$ cat src/tap_scan_regs.vh
// Constants for the boundary-scan sequencing block: TAP state codes, instruction
// register layout, capture pattern and reset values.
// Assumes inclusion by plain Verilog-2005 design files.
`ifndef TAP_SCAN_REGS_VH
`define TAP_SCAN_REGS_VH

`define IR_WIDTH 8
`define IR_CAPTURE_PATTERN 8'h81
`define IR_BYPASS_CODE 8'hFF
`define IR_RESET_VALUE 8'hFF
`define DR_WIDTH 8
`define DR_RESET_VALUE 8'h00
`define TAP_STATE_WIDTH 16

// One-hot TAP state codes.
`define ST_RESET 16'h0001
`define ST_IDLE 16'h0002
`define ST_SEL_DR 16'h0004
`define ST_CAP_DR 16'h0008
`define ST_SHIFT_DR 16'h0010
`define ST_EXIT1_DR 16'h0020
`define ST_PAUSE_DR 16'h0040
`define ST_EXIT2_DR 16'h0080
`define ST_UPD_DR 16'h0100
`define ST_SEL_IR 16'h0200
`define ST_CAP_IR 16'h0400
`define ST_SHIFT_IR 16'h0800
`define ST_EXIT1_IR 16'h1000
`define ST_PAUSE_IR 16'h2000
`define ST_EXIT2_IR 16'h4000
`define ST_UPD_IR 16'h8000

`endif

$ cat src/tap_scan_sequence_logic.v
// Boundary-scan TAP sequencing: state controller, instruction and data scans,
// bypass stage and serial output enable.
// Assumes test clock, mode select and serial input arrive from outside the
// ref_clk domain and are sampled here; the test clock is far slower than ref_clk.
//
// Summary of operation
// - On the falling test-clock edge after entering either exit-one state, the serial output is released to high impedance.
// - In update-instruction, the shifted instruction becomes the active instruction on the falling edge.
// - With bypass selected, the bypass stage loads zero on the rising edge that leaves capture-data.
// - On entering a shift state the serial output is enabled on the falling edge and the first bit is taken on the next rising edge.
// - In update-data, the shifted contents go to the selected data register on the falling edge.
// - With bypass selected, each input bit reaches the output one clock later, the captured zero first.
// - Mode select, serial input and parallel inputs are sampled on rising edges and the serial output and its enable change on falling edges.
// - On leaving capture-instruction, the fixed pattern 10000001 is loaded into the instruction stages.
`timescale 1ns/1ps
`include "tap_scan_regs.vh"

module tap_scan_sequence_logic #(
	parameter IR_WIDTH = `IR_WIDTH,
	parameter DR_WIDTH = `DR_WIDTH
) (
	input wire ref_clk,
	input wire nrst,
	input wire clk_en,
	input wire test_clk,
	input wire mode_sel,
	input wire test_din,
	input wire [DR_WIDTH-1:0] parallel_in,
	output reg test_dout,
	output reg test_dout_oe,
	output wire [IR_WIDTH-1:0] active_instr,
	output reg [DR_WIDTH-1:0] data_out,
	output wire bypass_sel,
	output reg [`TAP_STATE_WIDTH-1:0] tap_state
);

////////////////////////////////////////////////////////////////////////////////

reg tck_s1, tck_s2, tck_d;
reg tms_s1, tms_s2;
reg tdi_s1, tdi_s2;
reg [DR_WIDTH-1:0] pin_s1, pin_s2;
wire tck_rise;
wire tck_fall;

// Each off-domain input passes two flops before any logic reads it.
// The edge detector resets to the idle low level of the test clock. A pin held
// low through reset therefore gives no false edge, but a pin that is high at
// release is seen as a rising edge once it reaches the second flop.
always @(posedge ref_clk) begin
	if (!nrst) begin
		tck_s1 <= 1'b0;
		tck_s2 <= 1'b0;
		tck_d <= 1'b0;
		tms_s1 <= 1'b1;
		tms_s2 <= 1'b1;
		tdi_s1 <= 1'b1;
		tdi_s2 <= 1'b1;
		pin_s1 <= {DR_WIDTH{1'b0}};
		pin_s2 <= {DR_WIDTH{1'b0}};
	end else if (clk_en) begin
		tck_s1 <= test_clk;
		tck_s2 <= tck_s1;
		tck_d <= tck_s2;
		tms_s1 <= mode_sel;
		tms_s2 <= tms_s1;
		tdi_s1 <= test_din;
		tdi_s2 <= tdi_s1;
		pin_s1 <= parallel_in;
		pin_s2 <= pin_s1;
	end
end

assign tck_rise = clk_en & tck_s2 & ~tck_d;
assign tck_fall = clk_en & ~tck_s2 & tck_d;

////////////////////////////////////////////////////////////////////////////////

reg [`TAP_STATE_WIDTH-1:0] next_tap_state;

// An illegal code falls back to test-logic-reset. A held-high mode select
// leads there from any state within five rising edges as well.
always @* begin
	case (tap_state)
	`ST_RESET: next_tap_state = tms_s2 ? `ST_RESET : `ST_IDLE;
	`ST_IDLE: next_tap_state = tms_s2 ? `ST_SEL_DR : `ST_IDLE;
	`ST_SEL_DR: next_tap_state = tms_s2 ? `ST_SEL_IR : `ST_CAP_DR;
	`ST_CAP_DR: next_tap_state = tms_s2 ? `ST_EXIT1_DR : `ST_SHIFT_DR;
	`ST_SHIFT_DR: next_tap_state = tms_s2 ? `ST_EXIT1_DR : `ST_SHIFT_DR;
	`ST_EXIT1_DR: next_tap_state = tms_s2 ? `ST_UPD_DR : `ST_PAUSE_DR;
	`ST_PAUSE_DR: next_tap_state = tms_s2 ? `ST_EXIT2_DR : `ST_PAUSE_DR;
	`ST_EXIT2_DR: next_tap_state = tms_s2 ? `ST_UPD_DR : `ST_SHIFT_DR;
	`ST_UPD_DR: next_tap_state = tms_s2 ? `ST_SEL_DR : `ST_IDLE;
	`ST_SEL_IR: next_tap_state = tms_s2 ? `ST_RESET : `ST_CAP_IR;
	`ST_CAP_IR: next_tap_state = tms_s2 ? `ST_EXIT1_IR : `ST_SHIFT_IR;
	`ST_SHIFT_IR: next_tap_state = tms_s2 ? `ST_EXIT1_IR : `ST_SHIFT_IR;
	`ST_EXIT1_IR: next_tap_state = tms_s2 ? `ST_UPD_IR : `ST_PAUSE_IR;
	`ST_PAUSE_IR: next_tap_state = tms_s2 ? `ST_EXIT2_IR : `ST_PAUSE_IR;
	`ST_EXIT2_IR: next_tap_state = tms_s2 ? `ST_UPD_IR : `ST_SHIFT_IR;
	`ST_UPD_IR: next_tap_state = tms_s2 ? `ST_SEL_DR : `ST_IDLE;
	default: next_tap_state = `ST_RESET;
	endcase
end

// The controller advances only on rising test-clock edges; mode select is
// expected to change on the falling edge, well clear of the sample point.
always @(posedge ref_clk) begin
	if (!nrst)
		tap_state <= `ST_RESET;
	else if (tck_rise)
		tap_state <= next_tap_state;
end

////////////////////////////////////////////////////////////////////////////////

wire in_reset = tap_state == `ST_RESET;
wire ir_serial;
wire dr_serial;
reg bypass_stage;
wire [IR_WIDTH-1:0] ir_held;
wire [DR_WIDTH-1:0] dr_held;

// An action strobe: one detected test-clock edge qualified by one TAP state.
function on_edge_in;
	input detected_edge;
	input [`TAP_STATE_WIDTH-1:0] current;
	input [`TAP_STATE_WIDTH-1:0] wanted;
	begin
		on_edge_in = detected_edge && current == wanted;
	end
endfunction

// One strobe per scan action. Each is high for exactly one ref_clk cycle per
// test-clock edge, so a slow test clock can never load or shift twice.
wire ir_load = on_edge_in(tck_rise, tap_state, `ST_CAP_IR);
wire ir_shift = on_edge_in(tck_rise, tap_state, `ST_SHIFT_IR);
wire ir_update = on_edge_in(tck_fall, tap_state, `ST_UPD_IR);
wire dr_capture = on_edge_in(tck_rise, tap_state, `ST_CAP_DR);
wire dr_shift = on_edge_in(tck_rise, tap_state, `ST_SHIFT_DR);
wire dr_update = on_edge_in(tck_fall, tap_state, `ST_UPD_DR);

// Shift-register loads and shifts happen on the rising edge that leaves the
// capture or shift state, so the state decode uses the current state.
scan_shift_reg #(
	.WIDTH(IR_WIDTH),
	.RESET_VALUE(`IR_RESET_VALUE)
) u_ir (
	.ref_clk(ref_clk),
	.nrst(nrst),
	.clk_en(clk_en),
	.load(ir_load),
	.load_value(`IR_CAPTURE_PATTERN),
	.shift(ir_shift),
	.serial_in(tdi_s2),
	.update(ir_update),
	.serial_out(ir_serial),
	.held(ir_held)
);

// A reset state forces the instruction back to bypass, as a TAP must.
reg ir_force_bypass;
always @(posedge ref_clk) begin
	if (!nrst)
		ir_force_bypass <= 1'b1;
	else if (ir_update)
		ir_force_bypass <= 1'b0;
	else if (clk_en && in_reset)
		ir_force_bypass <= 1'b1;
end

assign active_instr = ir_force_bypass ? `IR_BYPASS_CODE : ir_held;
assign bypass_sel = active_instr == `IR_BYPASS_CODE;

// Any non-bypass instruction selects a general data register that captures
// the sampled parallel inputs.
scan_shift_reg #(
	.WIDTH(DR_WIDTH),
	.RESET_VALUE(`DR_RESET_VALUE)
) u_dr (
	.ref_clk(ref_clk),
	.nrst(nrst),
	.clk_en(clk_en),
	.load(dr_capture && !bypass_sel),
	.load_value(pin_s2),
	.shift(dr_shift && !bypass_sel),
	.serial_in(tdi_s2),
	.update(dr_update && !bypass_sel),
	.serial_out(dr_serial),
	.held(dr_held)
);

always @(posedge ref_clk) begin
	if (!nrst)
		bypass_stage <= 1'b0;
	else if (dr_capture && bypass_sel)
		bypass_stage <= 1'b0;
	else if (dr_shift && bypass_sel)
		bypass_stage <= tdi_s2;
end

// The update latch of the data register already holds the result and resets
// to the documented value; passing it straight out means the two never differ.
always @* begin
	data_out = dr_held;
end

////////////////////////////////////////////////////////////////////////////////

// Output changes only on falling edges so the controller can sample it on
// the next rising edge with a full half period of margin.
// While the enable is low the data bit keeps its last value; the pad that it
// feeds turns it into high impedance, so nothing may rely on it there.
wire in_shift = tap_state == `ST_SHIFT_IR || tap_state == `ST_SHIFT_DR;
wire shift_bit = (tap_state == `ST_SHIFT_IR) ? ir_serial :
	(bypass_sel ? bypass_stage : dr_serial);

always @(posedge ref_clk) begin
	if (!nrst) begin
		test_dout <= 1'b0;
		test_dout_oe <= 1'b0;
	end else if (tck_fall) begin
		test_dout_oe <= in_shift;
		if (in_shift)
			test_dout <= shift_bit;
	end
end

endmodule // tap_scan_sequence_logic

$ cat src/scan_shift_reg.v
// Parallel-load serial shift stage with an update latch taken on a strobe.
// Assumes load, shift and update strobes from the controller on the same clock.
`timescale 1ns/1ps

module scan_shift_reg #(
	parameter WIDTH = 8,
	parameter [WIDTH-1:0] RESET_VALUE = {WIDTH{1'b0}}
) (
	input wire ref_clk,
	input wire nrst,
	input wire clk_en,
	input wire load,
	input wire [WIDTH-1:0] load_value,
	input wire shift,
	input wire serial_in,
	input wire update,
	output wire serial_out,
	output reg [WIDTH-1:0] held
);

reg [WIDTH-1:0] stages;

assign serial_out = stages[0];

always @(posedge ref_clk) begin
	if (!nrst) begin
		stages <= {WIDTH{1'b0}};
		held <= RESET_VALUE;
	end else if (clk_en) begin
		if (load)
			stages <= load_value;
		else if (shift)
			stages <= {serial_in, stages[WIDTH-1:1]};
		if (update)
			held <= stages;
	end
end

endmodule // scan_shift_reg

$ cat config.mk
export PLATFORM = sky130hd
export DESIGN_NAME = tap_scan_sequence_logic
export DESIGN_NICKNAME = d
export VERILOG_FILES = /design/src/tap_scan_sequence_logic.v /design/src/scan_shift_reg.v
export VERILOG_INCLUDE_DIRS = /design/src
export SDC_FILE = /design/constraint.sdc
export NUM_CORES = 1
export LEC_CHECK = 0
export BUFFER_PORTS_ARGS = -buffer_cell sky130_fd_sc_hd__buf_2
export CORE_ASPECT_RATIO = 0.9
export CORE_MARGIN = 4
export CORE_UTILIZATION = 53
export CTS_BUF_LIST = sky130_fd_sc_hd__clkbuf_8
export CTS_CLUSTER_SIZE = 16
export DETAILED_ROUTE_END_ITERATION = 7
export PLACE_DENSITY = 0.81
export SYNTH_ARGS = -nofsm -noshare
export SYNTH_HDL_FRONTEND = slang
export SYNTH_SLANG_ARGS = --single-unit
$ cat constraint.sdc
create_clock -name ref_clk -period 2.2 [get_ports ref_clk]
set_clock_uncertainty 0.2 [all_clocks]
set_input_delay 0.44 -clock ref_clk [delete_from_list [all_inputs] [get_ports ref_clk]]
set_output_delay 0.44 -clock ref_clk [all_outputs]
set_load 0.01 [all_outputs]
* After elaboration in Yosys (flattened, before gate mapping)
Index checks and enable logic that the tools add are counted.
** Word-level totals
- Bits in latches :: 0
- Bits in registers :: 75
- Memories :: 0
- ROM bits :: 0
- Bits of input ports :: 14
- Memory bits (writable) :: 0
- Word-level logic and storage cells :: 90
** Cells by class
- Bitwise gates (word level) :: 7
- Shifts and indexed selects :: 0
- $mul :: 0
- Eq/ne operators :: 17
- $lt $le $gt $ge :: 0
- Div/mod/pow operators :: 0
- Muxes and demuxes :: 22
- Reductions and logical operators :: 26
- Add/sub/neg operators :: 0
** Operators by type and width (number)
- 16-bit one-hot mux with 12 select lines :: 1
- 8-bit 2-to-1 mux :: 6
- 16-bit 2-to-1 mux :: 2
- 9-bit 2-to-1 mux :: 2
- 16-bit by 1-bit equality test with 1-bit output (second input constant) :: 1
- 16-bit by 10-bit equality test with 1-bit output (second input constant) :: 1
- 16-bit by 11-bit equality test with 1-bit output (second input constant) :: 1
- 16-bit by 12-bit equality test with 1-bit output (second input constant) :: 1
- 16-bit by 13-bit equality test with 1-bit output (second input constant) :: 1
- 16-bit by 14-bit equality test with 1-bit output (second input constant) :: 1
- 16-bit by 15-bit equality test with 1-bit output (second input constant) :: 1
- 16-bit equality test (second input constant) :: 1
- 16-bit by 2-bit equality test with 1-bit output (second input constant) :: 1
- 16-bit by 3-bit equality test with 1-bit output (second input constant) :: 1
- 16-bit by 4-bit equality test with 1-bit output (second input constant) :: 1
- 16-bit by 5-bit equality test with 1-bit output (second input constant) :: 1
- 16-bit by 6-bit equality test with 1-bit output (second input constant) :: 1
- 16-bit by 7-bit equality test with 1-bit output (second input constant) :: 1
- 16-bit by 8-bit equality test with 1-bit output (second input constant) :: 1
- 16-bit by 9-bit equality test with 1-bit output (second input constant) :: 1
- 15-bit 2-to-1 mux :: 1
- 13-bit 2-to-1 mux :: 1
- 1-bit logical AND :: 12
- 11-bit 2-to-1 mux :: 1
- other kinds (14) :: 30

* Depth between registers and ports, before layout
Gate-level depths: netlist of the first run.
- Depth after elaboration :: 6
- Mapped depth :: 7

* Cells and area by module
From an unflattened synthesis of the first run, not the netlist that was laid out.
** Second synthesis, totals
- Cells, all modules :: 411
- Area total of the unflattened synthesis :: 3933.8 um2
** Modules (own cells, without submodules)
- tap_scan_sequence_logic :: area an instance 2250.9 um2, seq. area each 860.8 um2, cells an instance 249, times used 1
- scan_shift_reg at u_dr :: area an instance 849.6 um2, seq. area each 320.3 um2, cells an instance 82, times used 1
- scan_shift_reg at u_ir :: area an instance 833.3 um2, seq. area each 320.3 um2, cells an instance 80, times used 1

* Worst setup path before layout of the first run
Ideal clock, no wire load.
- Path type :: register to register
- From :: register tap_state[5]
- To :: register u_dr.held[0]
- Slack :: -0.054 ns
- Arrival :: 1.926 ns
- Cell stages (with the launch flop) :: 7
- Data required time :: 1.872 ns
- Path through :: dfxtp_1 > buf_4 > nor4_4 > nand3_2 > nor4_4 > mux2i_1 > nor2_1
** Between the ends
- Word-level cells in the longest chain between the ends :: 4
** RTL lines
- start, declared :: RTL line tap_scan_sequence_logic.v:34 : output reg [`TAP_STATE_WIDTH-1:0] tap_state
- start signal, assigned :: RTL line tap_scan_sequence_logic.v:109 : tap_state <= `ST_RESET;
- start signal, assigned :: RTL line tap_scan_sequence_logic.v:111 : tap_state <= next_tap_state;
- 16-bit by 9-bit equality test with 1-bit output :: RTL line tap_scan_sequence_logic.v:129 : on_edge_in = detected_edge && current == wanted;
- 1-bit logical AND :: RTL line tap_scan_sequence_logic.v:129
- 1-bit logical AND :: RTL line tap_scan_sequence_logic.v:187 : .update(dr_update && !bypass_sel),
- 2-bit AND reduction (no line)
- end signal, assigned :: RTL line scan_shift_reg.v:35 : held <= stages;
- end, declared :: RTL line scan_shift_reg.v:18 : output reg [WIDTH-1:0] held
No other way between the ends.
A chain may end at the register's enable or synchronous reset.

* Worst setup path in the final report of the first run
- From :: register tap_state[4]
- To :: register u_ir.stages[7]
** Between the ends
- Word-level cells in the longest chain between the ends :: 4
- Elaborated cells between the ends (all ways) :: 7
** RTL lines
- 16-bit by 11-bit equality test with 1-bit output / 16-bit by 12-bit equality test with 1-bit output (equally long branches) :: RTL line tap_scan_sequence_logic.v:129
- 1-bit logical AND :: RTL line tap_scan_sequence_logic.v:129
- 2-bit nonzero test (no line)
- 2-bit AND reduction (no line)
- end signal, assigned :: RTL line scan_shift_reg.v:27 : stages <= {WIDTH{1'b0}};
- end signal, assigned :: RTL line scan_shift_reg.v:31 : stages <= load_value;
- end signal, assigned :: RTL line scan_shift_reg.v:33 : stages <= {serial_in, stages[WIDTH-1:1]};
- end, declared :: RTL line scan_shift_reg.v:21 : reg [WIDTH-1:0] stages;
Parallel ways exist; a longest one is shown, timed or not.

==> results of run 1 <==
## per-layer routing
layer  wire length [um]  up-vias  track usage (%)
li1                   -     1528                -
met1               3860     1476             29.2
met2               4090      125             36.2
met3                624       25             6.63
met4                157        0             6.26
met5                  0        -                0
## flip-flops by register name, summed over array words and instances, names as in the netlist, 8 cells and up
signal and cells:
tap_state 16, pin_s1 8, pin_s2 8, u_dr.held 8, u_dr.stages 8, u_ir.held 8
u_ir.stages 8
## Yosys cell counts (11+ instances only)
master	instances
a21oi_1	24
nor2_1	45
or2_2	11
nand4_1	11
nor3_1	11
dfxtp_1	75
clkbuf_1	16
nand3_1	13
nand2_1	39
mux2i_1	38
## power breakdown
group	leakage, uW	total [uW]	switching, uW	internal [uW]
Clock	0.000131	1400	531	868
Sequential	0.000608	1390	14.1	1380
Combinational	0.000948	111	64.6	46.7
Total	0.00169	2900	609	2290
## repair_timing
| action | in CTS | in global routing |
|---|---|---|
| setup buffers | 4 | 0 |
| endpoints found under the setup margin | 14 | 22 |
| resized for setup | 2 | 13 |
| pin swaps | 3 | 1 |
| gates cloned | 0 | 1 |
## logic make-up after synthesis
logic type      synth area share (%)
buf+inv                         4.34
compound gates                  12.7
simple gates                    27.3
xor+xnor                        1.27
flops                           43.4
mux                             11.0
## final cells by class
| class | count | area (sq um) | area share, % |
|---|---|---|---|
| clock inverters | 7 | 140 | 3.25 |
| multi-input cells | 277 | 1860 | 43.2 |
| inverters | 4 | 15.0 | 0.348 |
| clock buffers | 9 | 124 | 2.87 |
| flip-flops and latches | 75 | 1500 | 34.8 |
| repair buffers | 87 | 558 | 12.9 |
| well taps | 87 | 109 | 2.53 |
## tightest hold or removal path, stage by stage
cell and delay (ns):
buf_2 0.08, mux2i_1 0.05, nand2_1 0.05
## final timing paths
path,from,endpoint,slack [ns],cells after the start
max reg2reg,tap_state[4],u_ir.stages[7],0.06,5
max,tap_state[4],u_ir.stages[7],0.06,5
min reg2reg,u_ir.stages[6],u_ir.stages[6],0.28,2
min,mode_sel,tms_s1,0.09,3
## stage by stage
step / setup TNS [ns] / std cells / hold WS, ns / utilization, % / power (uW)
after floorplan: -0.318 / 385 / 0.241 / - / 1490
after global placement: 0 / 525 / 0.254 / 63.4 / 1530
after detailed placement: -0.759 / 525 / 0.262 / 63.4 / 1530
after CTS: 0 / 545 / 0.0858 / 68.4 / 2910
after global routing: -0.0273 / 546 / 0.113 / 69.3 / 2980
final: 0 / 546 / 0.0927 / 69.3 / 2900
==> metrics.md, run 1 <==
| Metric | Value |
|---|---|
| Outcome | completed |
| CP max stage delay | 0.60 ns |
| First-pass GRT wire length | 14200 um |
| Setup Crit Path Kind | flip-flop to flip-flop |
| Slowest cell on the critical path | or4_1 |
| # fillers | roughly 500 |
| Worst slew pin tran | 0.586 ns |
| Clock sinks | 75 |
| First-pass DRT Iterations | 5 |
| P_leak | 0.00169 uW |
| Routed len/inst | 16.0 um |
| Die Wd | 93.2 um |
| CP cell instances | or4_1, nor4_1, nand4_1, buf_4, o311a_1 |
| Synth warnings | 0 |
| Antenna Cells | 0 |
| Clock Latency Late Sink | 0.36 ns |
| Async set-reset flop share out of synthesis | 0% |
| Syn_nets | 399 |
| Hold WC Path Type | primary input to flip-flop |
| Post-synth EDFFs | 0 |
| # IOs | 49 |
| Cell Rows | 27 |
| PortBufs | 48 |
| Relative slew slack | 60.7% |
| Remaining DRCs | 0 |
| Root buf cell | clkbuf_8 |
| CTS tree | yes |
| Synthesized instance count | 385 |
| Fmax | 467 MHz |
| CP Capture Type | flip-flop |
| Dpl hpwl | 5930 um |
| Die height | approximately 85 um |
| Largest net degree at the start of global routing | 42 |
| Final Instance Area | 0.00431 sq mm |
| Crit path max-delay family | simple AND/OR/NAND/NOR gates |
| Gr ovfl total | 0 |
| RSZ-0062 raised after global routing | yes |
| Crit path buf inv count | 1 |
| Mean Syn Cell Area | 8.99 sq um |
| Layout Nets | 468 |
| FF+latch count, synth | 75 |
| P&R area growth vs syn | 24.6% |
| Routability Congestion | 0.873 |
| Share of the synthesized area in the top cell type | 43.4% |
| Total track usage | 22.4% |
| Max Buffers Root-to-Sink | 2 |
| Tcrit/Tclk final | 97.4% |
| Crit-path max FO | 10 |
| Most frequent cells in the layout | 75 x dfxtp_1, 49 x buf_2, 45 x nor2_1, 39 x nand2_1, 38 x mux2i_1 |
| Die Area | 0.00789 sq mm |
| Final hold vios | 0 |
| Layout cell share with drive strength beyond 1 | between 20 and 30% |
| Yosys cell types | between 50 and 60 |
| Worst-path clk slew | 0.08 ns |
| Cts bufs inserted | 9 |
| Top FF cell, synth | dfxtp_1 |
| Pwr Density | 673 mW/mm^2 |
| Core area | 0.00622 sq mm |
| Main area contributors after synthesis | dfxtp_1 43%, mux2i_1 11%, nor2_1 4.9% |
| Initial cell density of the core | a little under three fifths |
| Placement Setup Slack | -0.115 ns |
| Synth Cell Area | 0.00346 sq mm |
| Post-DRT Antenna Nets | 0 |
| Total of max-cap violations | 0 |
| WP data required | 2.25 ns |
| CTS Hold Buffers Added | 0 |
| Max VDD drop | 619 uV |
| Final wirelength | 8730 um |
| Tmin final | 2.14 ns |
| Critical Path AT | ~2.2 ns |
| Initial antenna violation count | 0 |
| Type of origin of the critical path | flip-flop |
| Sequential fraction of the synthesis area | 43.4% |
| DR vias | 3154 |
| Final Setup Violations | 0 |
| Commonest non-fill, non-tap cell in the layout | dfxtp_1 |
| Post-DP Area | 0.00394 sq mm |
| Final WS setup | roughly 0.057 ns |
| Slew Limit Fails | 0 |
| Initial DRC count | 263 |
| Yosys top cell by area | dfxtp_1 |
| DR vias/cell | 5.78 |
| H-tree depth | 3 |
| Vias in the first global route | approximately 3000 |
(Power assumes the default switching activity.)
==> run 2, diff against run 1 <==
- ABC_AREA: default -> 1
==> run 2 against run 1 <==
Critical path depth did not move. Die area is 0.95% lower. Power shrank 11%. Combinational power is 16% higher. Highest routed layer unchanged.
==> metrics.md, run 2 <==
| Metric | Value |
|---|---|
| Outcome | completed |
| Tmin final | 2.09 ns (-0.0485 ns) |
| Final Setup Violations | 0 (unchanged) |
| P&R area growth vs syn | 15.8% |
| Type of origin of the critical path | flip-flop |
| Number of flip-flops in the largest register | 16 (unchanged) |
| Setup TNS | 0 ns (unchanged) |
| Largest net degree at the start of global routing | 43 (+2.4%) |
| Tot Pwr | 2590 uW (-11%) |
| Max Buffers Root-to-Sink | 2 (unchanged) |
| CP Capture Type | output pin |
| DR vias/cell | 5.07 (-12%) |
| Worst slew pin tran | 0.459 ns (-0.126 ns) |
| Total track usage | 21.0% (-1.4 points) |
| Hold path depth | 3 (unchanged) |
| Post-synth EDFFs | 0 (unchanged) |
| Synth warnings | 0 (unchanged) |
| # IOs | 49 (unchanged) |
| Gr ovfl total | 0 (unchanged) |
| Final Instance Area | 0.00396 sq mm (-8.0%) |
| Post-DRT Antenna Nets | 0 (unchanged) |
| Routability Congestion | 0.885 (+1.4%) |
| Register area | 0.00150 sq mm (unchanged) |
| WP data required | 1.56 ns (-0.69 ns) |
| CTS Hold Buffers Added | 0 (unchanged) |
| Mean Syn Cell Area | 7.07 sq um (-21%) |
| Multi-input gate area | 0.00164 sq mm (-12%) |
| Synth Cell Area | 0.00342 sq mm (-1.0%) |
| Top-count cell post-synth | nand2_1 |
| Syn_nets | 498 (+25%) |
| FF+latch count, synth | 75 (unchanged) |
| P_leak | 0.00183 uW (+8.8%) |
| Final wirelength | 7650 um (-12%) |
| Root buf cell | clkbuf_8 |
| Crit-path max FO | 5 (-5) |
| Final hold vios | 0 (unchanged) |
| Core area | 0.00618 sq mm (-0.54%) |
| Top FF cell, synth | dfxtp_1 |
| Max VDD drop | 494 uV (-20%) |
| Post-DP Area | 0.00376 sq mm (-4.7%) |
| Share of the synthesized area in the top cell type | 43.9% (+0.46 points) |
| Most frequent cells in the layout | 115 x nand2_1, 75 x dfxtp_1, 55 x a21oi_1, 48 x nor2_1, 48 x buf_2 |
| Dpl hpwl | 5460 um (-8.0%) |
| Pwr Density | 655 mW/mm^2 (-2.7%) |
| Initial antenna violation count | 0 (unchanged) |
| Worst-path clk slew | 0.08 ns (about the same) |
| Worst Reg-to-Reg Cells | 7 (+2) |
| Vias in the first global route | 2911 (-1.5%) |
| Yosys cell types | 29 (-43%) |
| Async set-reset flop share out of synthesis | 0% (unchanged) |
| Critical Path AT | 1.45 ns (-0.75 ns) |
| # fillers | 556 (+8.6%) |
| H-tree depth | 3 (unchanged) |
| RSZ-0062 raised after global routing | no |
| Slew Limit Fails | 0 (unchanged) |
| Routed len/inst | 12.3 um (-23%) |
| First-pass DRT Iterations | 5 (unchanged) |
| Clock sinks | 75 (unchanged) |
| Tcrit/Tclk final | 95.2% (-2.2 points) |
| Die Area | 0.00781 sq mm (-0.95%) |
| Synth cell count leaders | 115 x nand2_1, 75 x dfxtp_1, 55 x a21oi_1, 48 x nor2_1, 45 x inv_1 |
| CTS tree | yes |
| Antenna Cells | 0 (unchanged) |
| Total of max-cap violations | 0 (unchanged) |
| Die Wd | 92.7 um (-0.48%) |
| Setup Crit Path Kind | flip-flop to output pin |
| Hold WC Path Type | primary input to flip-flop |
| Remaining DRCs | 0 (unchanged) |
| Initial cell density of the core | 55.4% (-0.28 points) |
| Fmax | 477 MHz (+2.3%) |
| Synthesized instance count | 484 (+26%) |
| Layout Cells excl Fill | 623 (+14%) |
| Cell Rows | 27 (unchanged) |
| Cts bufs inserted | 9 (unchanged) |
| Relative slew slack | 69.3% (+8.7 points) |
| Layout Nets | 546 (+17%) |
| Initial DRC count | 177 (-33%) |
| Layout cell share with drive strength beyond 1 | 20.7% (-7.8 points) |
| CTS resizes | 0 (-2) |
| WHS | 0.105 ns (+0.0121 ns) |
| PortBufs | 48 (unchanged) |
| Placed insts | 608 (+16%) |
| Clock Latency Late Sink | 0.34 ns (-0.02 ns) |
| DR vias | 3161 (+0.22%) |
| Largest Register | tap_state |
| Commonest non-fill, non-tap cell in the layout | nand2_1 |
| Die height | 84.2 um (-0.47%) |
| Sequential fraction of the synthesis area | 43.9% (+0.46 points) |
| First-pass GRT wire length | 13300 um (-6.7%) |
| Main area contributors after synthesis | dfxtp_1 44%, nand2_1 13%, a21oi_1 8.0% |
| Setup bufs post-CTS | 0 (-4) |
| Yosys top cell by area | dfxtp_1 |
[run 2: changes by cell type after synthesis, moves of 12 or more]
cell,change
a21oi_1,+31
o21ai_0,+34
mux2i_1,-38
o21ai_1,+12
inv_1,+41
nand2_1,+76
[run 2: critical path, cell delays in order (launching register included)]
cell and delay (ns):
dfxtp_1 0.31, inv_1 0.05, o21ai_0 0.25, nand2_1 0.14, nor2_4 0.18, buf_2 0.17
[run 2: routing by layer]
metal  part of all wire (%)  GRT usage, %  up-vias
li1                       -             -     1659
met5                      0             0        -
met4                    1.5          7.99        0
met1                     49          27.5     1417
met3                    4.4          6.36       12
met2                     45          32.7       73
[run 2: path summary, 6_finish.rpt]
| path | startpoint | end | slack [ns] |
|---|---|---|---|
| worst max-delay path | u_ir.held[2] | bypass_sel | 0.11 |
| worst min register to register | tdi_s1 | tdi_s1 | 0.26 |
| worst min-delay path | test_din | tdi_s1 | 0.10 |
| worst max register to register | tap_state[4] | u_dr.held[4] | 0.20 |
[run 2: power breakdown]
| part | switching, uW | internal (uW) |
|---|---|---|
| registers | 13.6 | 1390 |
| clock network | 489 | 577 |
| logic | 84.8 | 43.8 |
[run 2: cell type report]
type                    count  share of cell area [%]
repair buffers             56                    7.89
flip-flops and latches     75                    37.9
inverters                  52                    4.99
clock buffers              11                    3.82
multi-input cells         338                    41.4
well taps                  87                    2.75
clock inverters             4                    1.26
[run 2: stage by stage]
| stage | setup WS [ns] | utilization, % |
|---|---|---|
| 2_1_floorplan | 0.475 | - |
| 3_3_place_gp | 0.192 | 60.8 |
| 3_5_place_dp | 0.0985 | 60.8 |
| 4_1_cts | 0.0337 | 64.0 |
| 5_1_grt | 0.000457 | 64.1 |
| 6_report | 0.105 | 64.1 |
[run 2: cell families after synthesis]
family / count (synthesis) / share of synthesized area, %
buffers and inverters: 71 / 8.33
flip-flops: 75 / 43.9
AO/OA/AOI/OAI: 117 / 18.1
AND/OR/NAND/NOR: 221 / 29.7
==> run 3, diff against run 2 <==
- ABC_AREA: 1 -> 0
- BUFFER_PORTS_ARGS: -buffer_cell sky130_fd_sc_hd__buf_2 -> -buffer_cell sky130_fd_sc_hd__clkbuf_2
==> run 3 against run 2 <==
Clock-buffer cell count fell by 2. Cell area increased by 8.9%. Die area up 0.96%. Combinational power fell by 14%. Non-clock buffer count grew 37. Maximum frequency shrank 1.8%. Sequential share of layout area fell by 3.0 points. Setup slack got worse by 0.038 ns. Register-to-register slack lost 0.13 ns. Sequential power is essentially flat. Highest routed layer unchanged.
==> metrics.md, run 3 (synthesis gave the netlist of run 1 again) <==
| Metric | Value |
|---|---|
| First-pass GRT wire length | 14100 um (+6.5%) |
| Remaining DRCs | 0 (unchanged) |
| Initial DRC count | 149 (-16%) |
| Hold WC Path Type | primary input to flip-flop |
| CP max stage delay | 0.50 ns (+0.19 ns) |
| Pwr Density | 603 mW/mm^2 (-7.9%) |
| H-tree depth | 3 (unchanged) |
| Setup Crit Path Kind | flip-flop to flip-flop |
| Type of origin of the critical path | flip-flop |
| DR vias | 3141 (-0.63%) |
| PortBufs | 48 (unchanged) |
| Slew Limit Fails | 0 (unchanged) |
| Routed len/inst | 15.6 um (+27%) |
| Fmax | 469 MHz (-1.8%) |
| Worst-path clk slew | 0.09 ns (about the same) |
| Crit path max-delay family | simple AND/OR/NAND/NOR gates |
| Root buf cell | clkbuf_8 |
| Layout Nets | 474 (-13%) |
| Vias in the first global route | 2938 (+0.93%) |
| Crit path buf inv count | 1 (-1) |
| WP data required | 2.25 ns (+0.69 ns) |
| Critical Path AT | 2.18 ns (+0.73 ns) |
| Fin util | 69.5% (+5.3 points) |
| Initial antenna violation count | 0 (unchanged) |
| Largest Register | tap_state |
| Commonest non-fill, non-tap cell in the layout | dfxtp_1 |
| Die Area | 0.00789 sq mm (+0.96%) |
| Most frequent cells in the layout | 73 x dfxtp_1, 48 x clkbuf_2, 45 x nor2_1, 41 x buf_4 |
| CTS Hold Buffers Added | 0 (unchanged) |
| DR vias/cell | 5.69 (+12%) |
| P&R area growth vs syn | 24.8% |
| Core area | 0.00622 sq mm (+0.55%) |
| Total of max-cap violations | 0 (unchanged) |
| RSZ-0062 raised after global routing | yes |
| Dpl hpwl | 6080 um (+11%) |
| Gr ovfl total | 0 (unchanged) |
| Clock Latency Late Sink | 0.35 ns (about the same) |
| Post-DRT Antenna Nets | 0 (unchanged) |
| Tmin final | 2.13 ns (+0.0380 ns) |
| Total track usage | 22.2% (+1.2 points) |
| Outcome | completed |
| Placed insts | 526 (-13%) |
| Initial cell density of the core | 55.7% (+0.28 points) |
| Layout cell share with drive strength beyond 1 | 31.0% (+10 points) |
| CTS tree | yes |
| First-pass DRT Iterations | 4 (-1) |
| CP Capture Type | flip-flop |
| Number of flip-flops in the largest register | 16 (unchanged) |
| Die Wd | 93.2 um (+0.49%) |
| Cell Rows | 27 (unchanged) |
| Max VDD drop | 465 uV (-5.9%) |
| Worst slew pin tran | 0.651 ns (+0.192 ns) |
| Final Setup Violations | 0 (unchanged) |
| Routability Congestion | 0.882 (-0.33%) |
| Final wirelength | 8630 um (+13%) |
| Largest net degree at the start of global routing | 43 (unchanged) |
| Die height | 84.6 um (+0.47%) |
| Max Buffers Root-to-Sink | 2 (unchanged) |
| CP cell instances | nor4b_2, nand4_1, buf_4, a211o_4, nand2_1, a21oi_1 |
| # IOs | 49 (unchanged) |
| Final hold vios | 0 (unchanged) |
| Tcrit/Tclk final | 97.0% (+1.7 points) |
| Clock sinks | 75 (unchanged) |
| Antenna Cells | 0 (unchanged) |
| P_leak | 0.00168 uW (-8.4%) |
| Layout Cells excl Fill | 552 (-11%) |
| Cts bufs inserted | 9 (unchanged) |
| Relative slew slack | 56.6% (-13 points) |
| Crit-path max FO | 6 (+1) |
| Slowest cell on the critical path | dfxtp_1 |
==> run 3: timing repair <==
action,CTS,global route
gates cloned,0,1
pin swaps,1,8
buffers inserted,1,8
gates resized for setup,0,19
endpoints found under the setup margin,8,30
==> run 3: power breakdown <==
part           internal (uW)  switching (uW)  leakage (uW)
combinational           47.2            64.0      0.000969
clock                    543             556      0.000102
sequential              1380            15.2      0.000609
==> run 3: final timing paths <==
kind | startpoint | to | slack [ns] | depth (start not counted)
min | mode_sel | tms_s1 | 0.11 | 3
min reg2reg | bypass_stage | bypass_stage | 0.27 | 2
max reg2reg | tap_state[4] | u_dr.stages[1] | 0.07 | 6
max | tap_state[4] | u_dr.stages[1] | 0.07 | 6
==> run 3: area by class of cell <==
cell class              instances  area (sq um)
clock buffers                   9           124
flip-flops and latches         75          1500
well taps                      87           109
inverters                       4          15.0
repair buffers                 93           596
multi-input cells             277          1890
clock inverters                 7          83.8
fillers                       527          1900
==> run 3: through the flow <==
stage | setup WS, ns | total power (uW) | TNS, ns | area (sq um) | hold WS (ns)
after floorplan | -0.0534 | 1490 | -0.318 | 3460 | 0.241
after global placement | 0.00327 | 1530 | 0 | 3950 | 0.256
after detailed placement | -0.0611 | 1530 | -0.334 | 3950 | 0.264
after CTS | -0.0222 | 2620 | -0.0501 | 4160 | 0.101
after global routing | -0.0473 | 2700 | -0.172 | 4320 | 0.118
final | 0.0670 | 2600 | 0 | 4320 | 0.113
==> run 3: worst register-to-register path, stage by stage (launching register included) <==
cell and delay (ns):
dfxtp_1 0.50, nor4b_2 0.28, nand4_1 0.32, buf_4 0.25, a211o_4 0.35, nand2_1 0.08, a21oi_1 0.06
==> run 3: per-layer routing <==
layer | global-route usage [%] | up-vias | wire [um]
li1 | - | 1544 | -
met1 | 29.2 | 1478 | 3840
met2 | 35.6 | 101 | 4110
met3 | 5.29 | 18 | 527
met4 | 7.59 | 0 | 153
met5 | 0 | - | 0
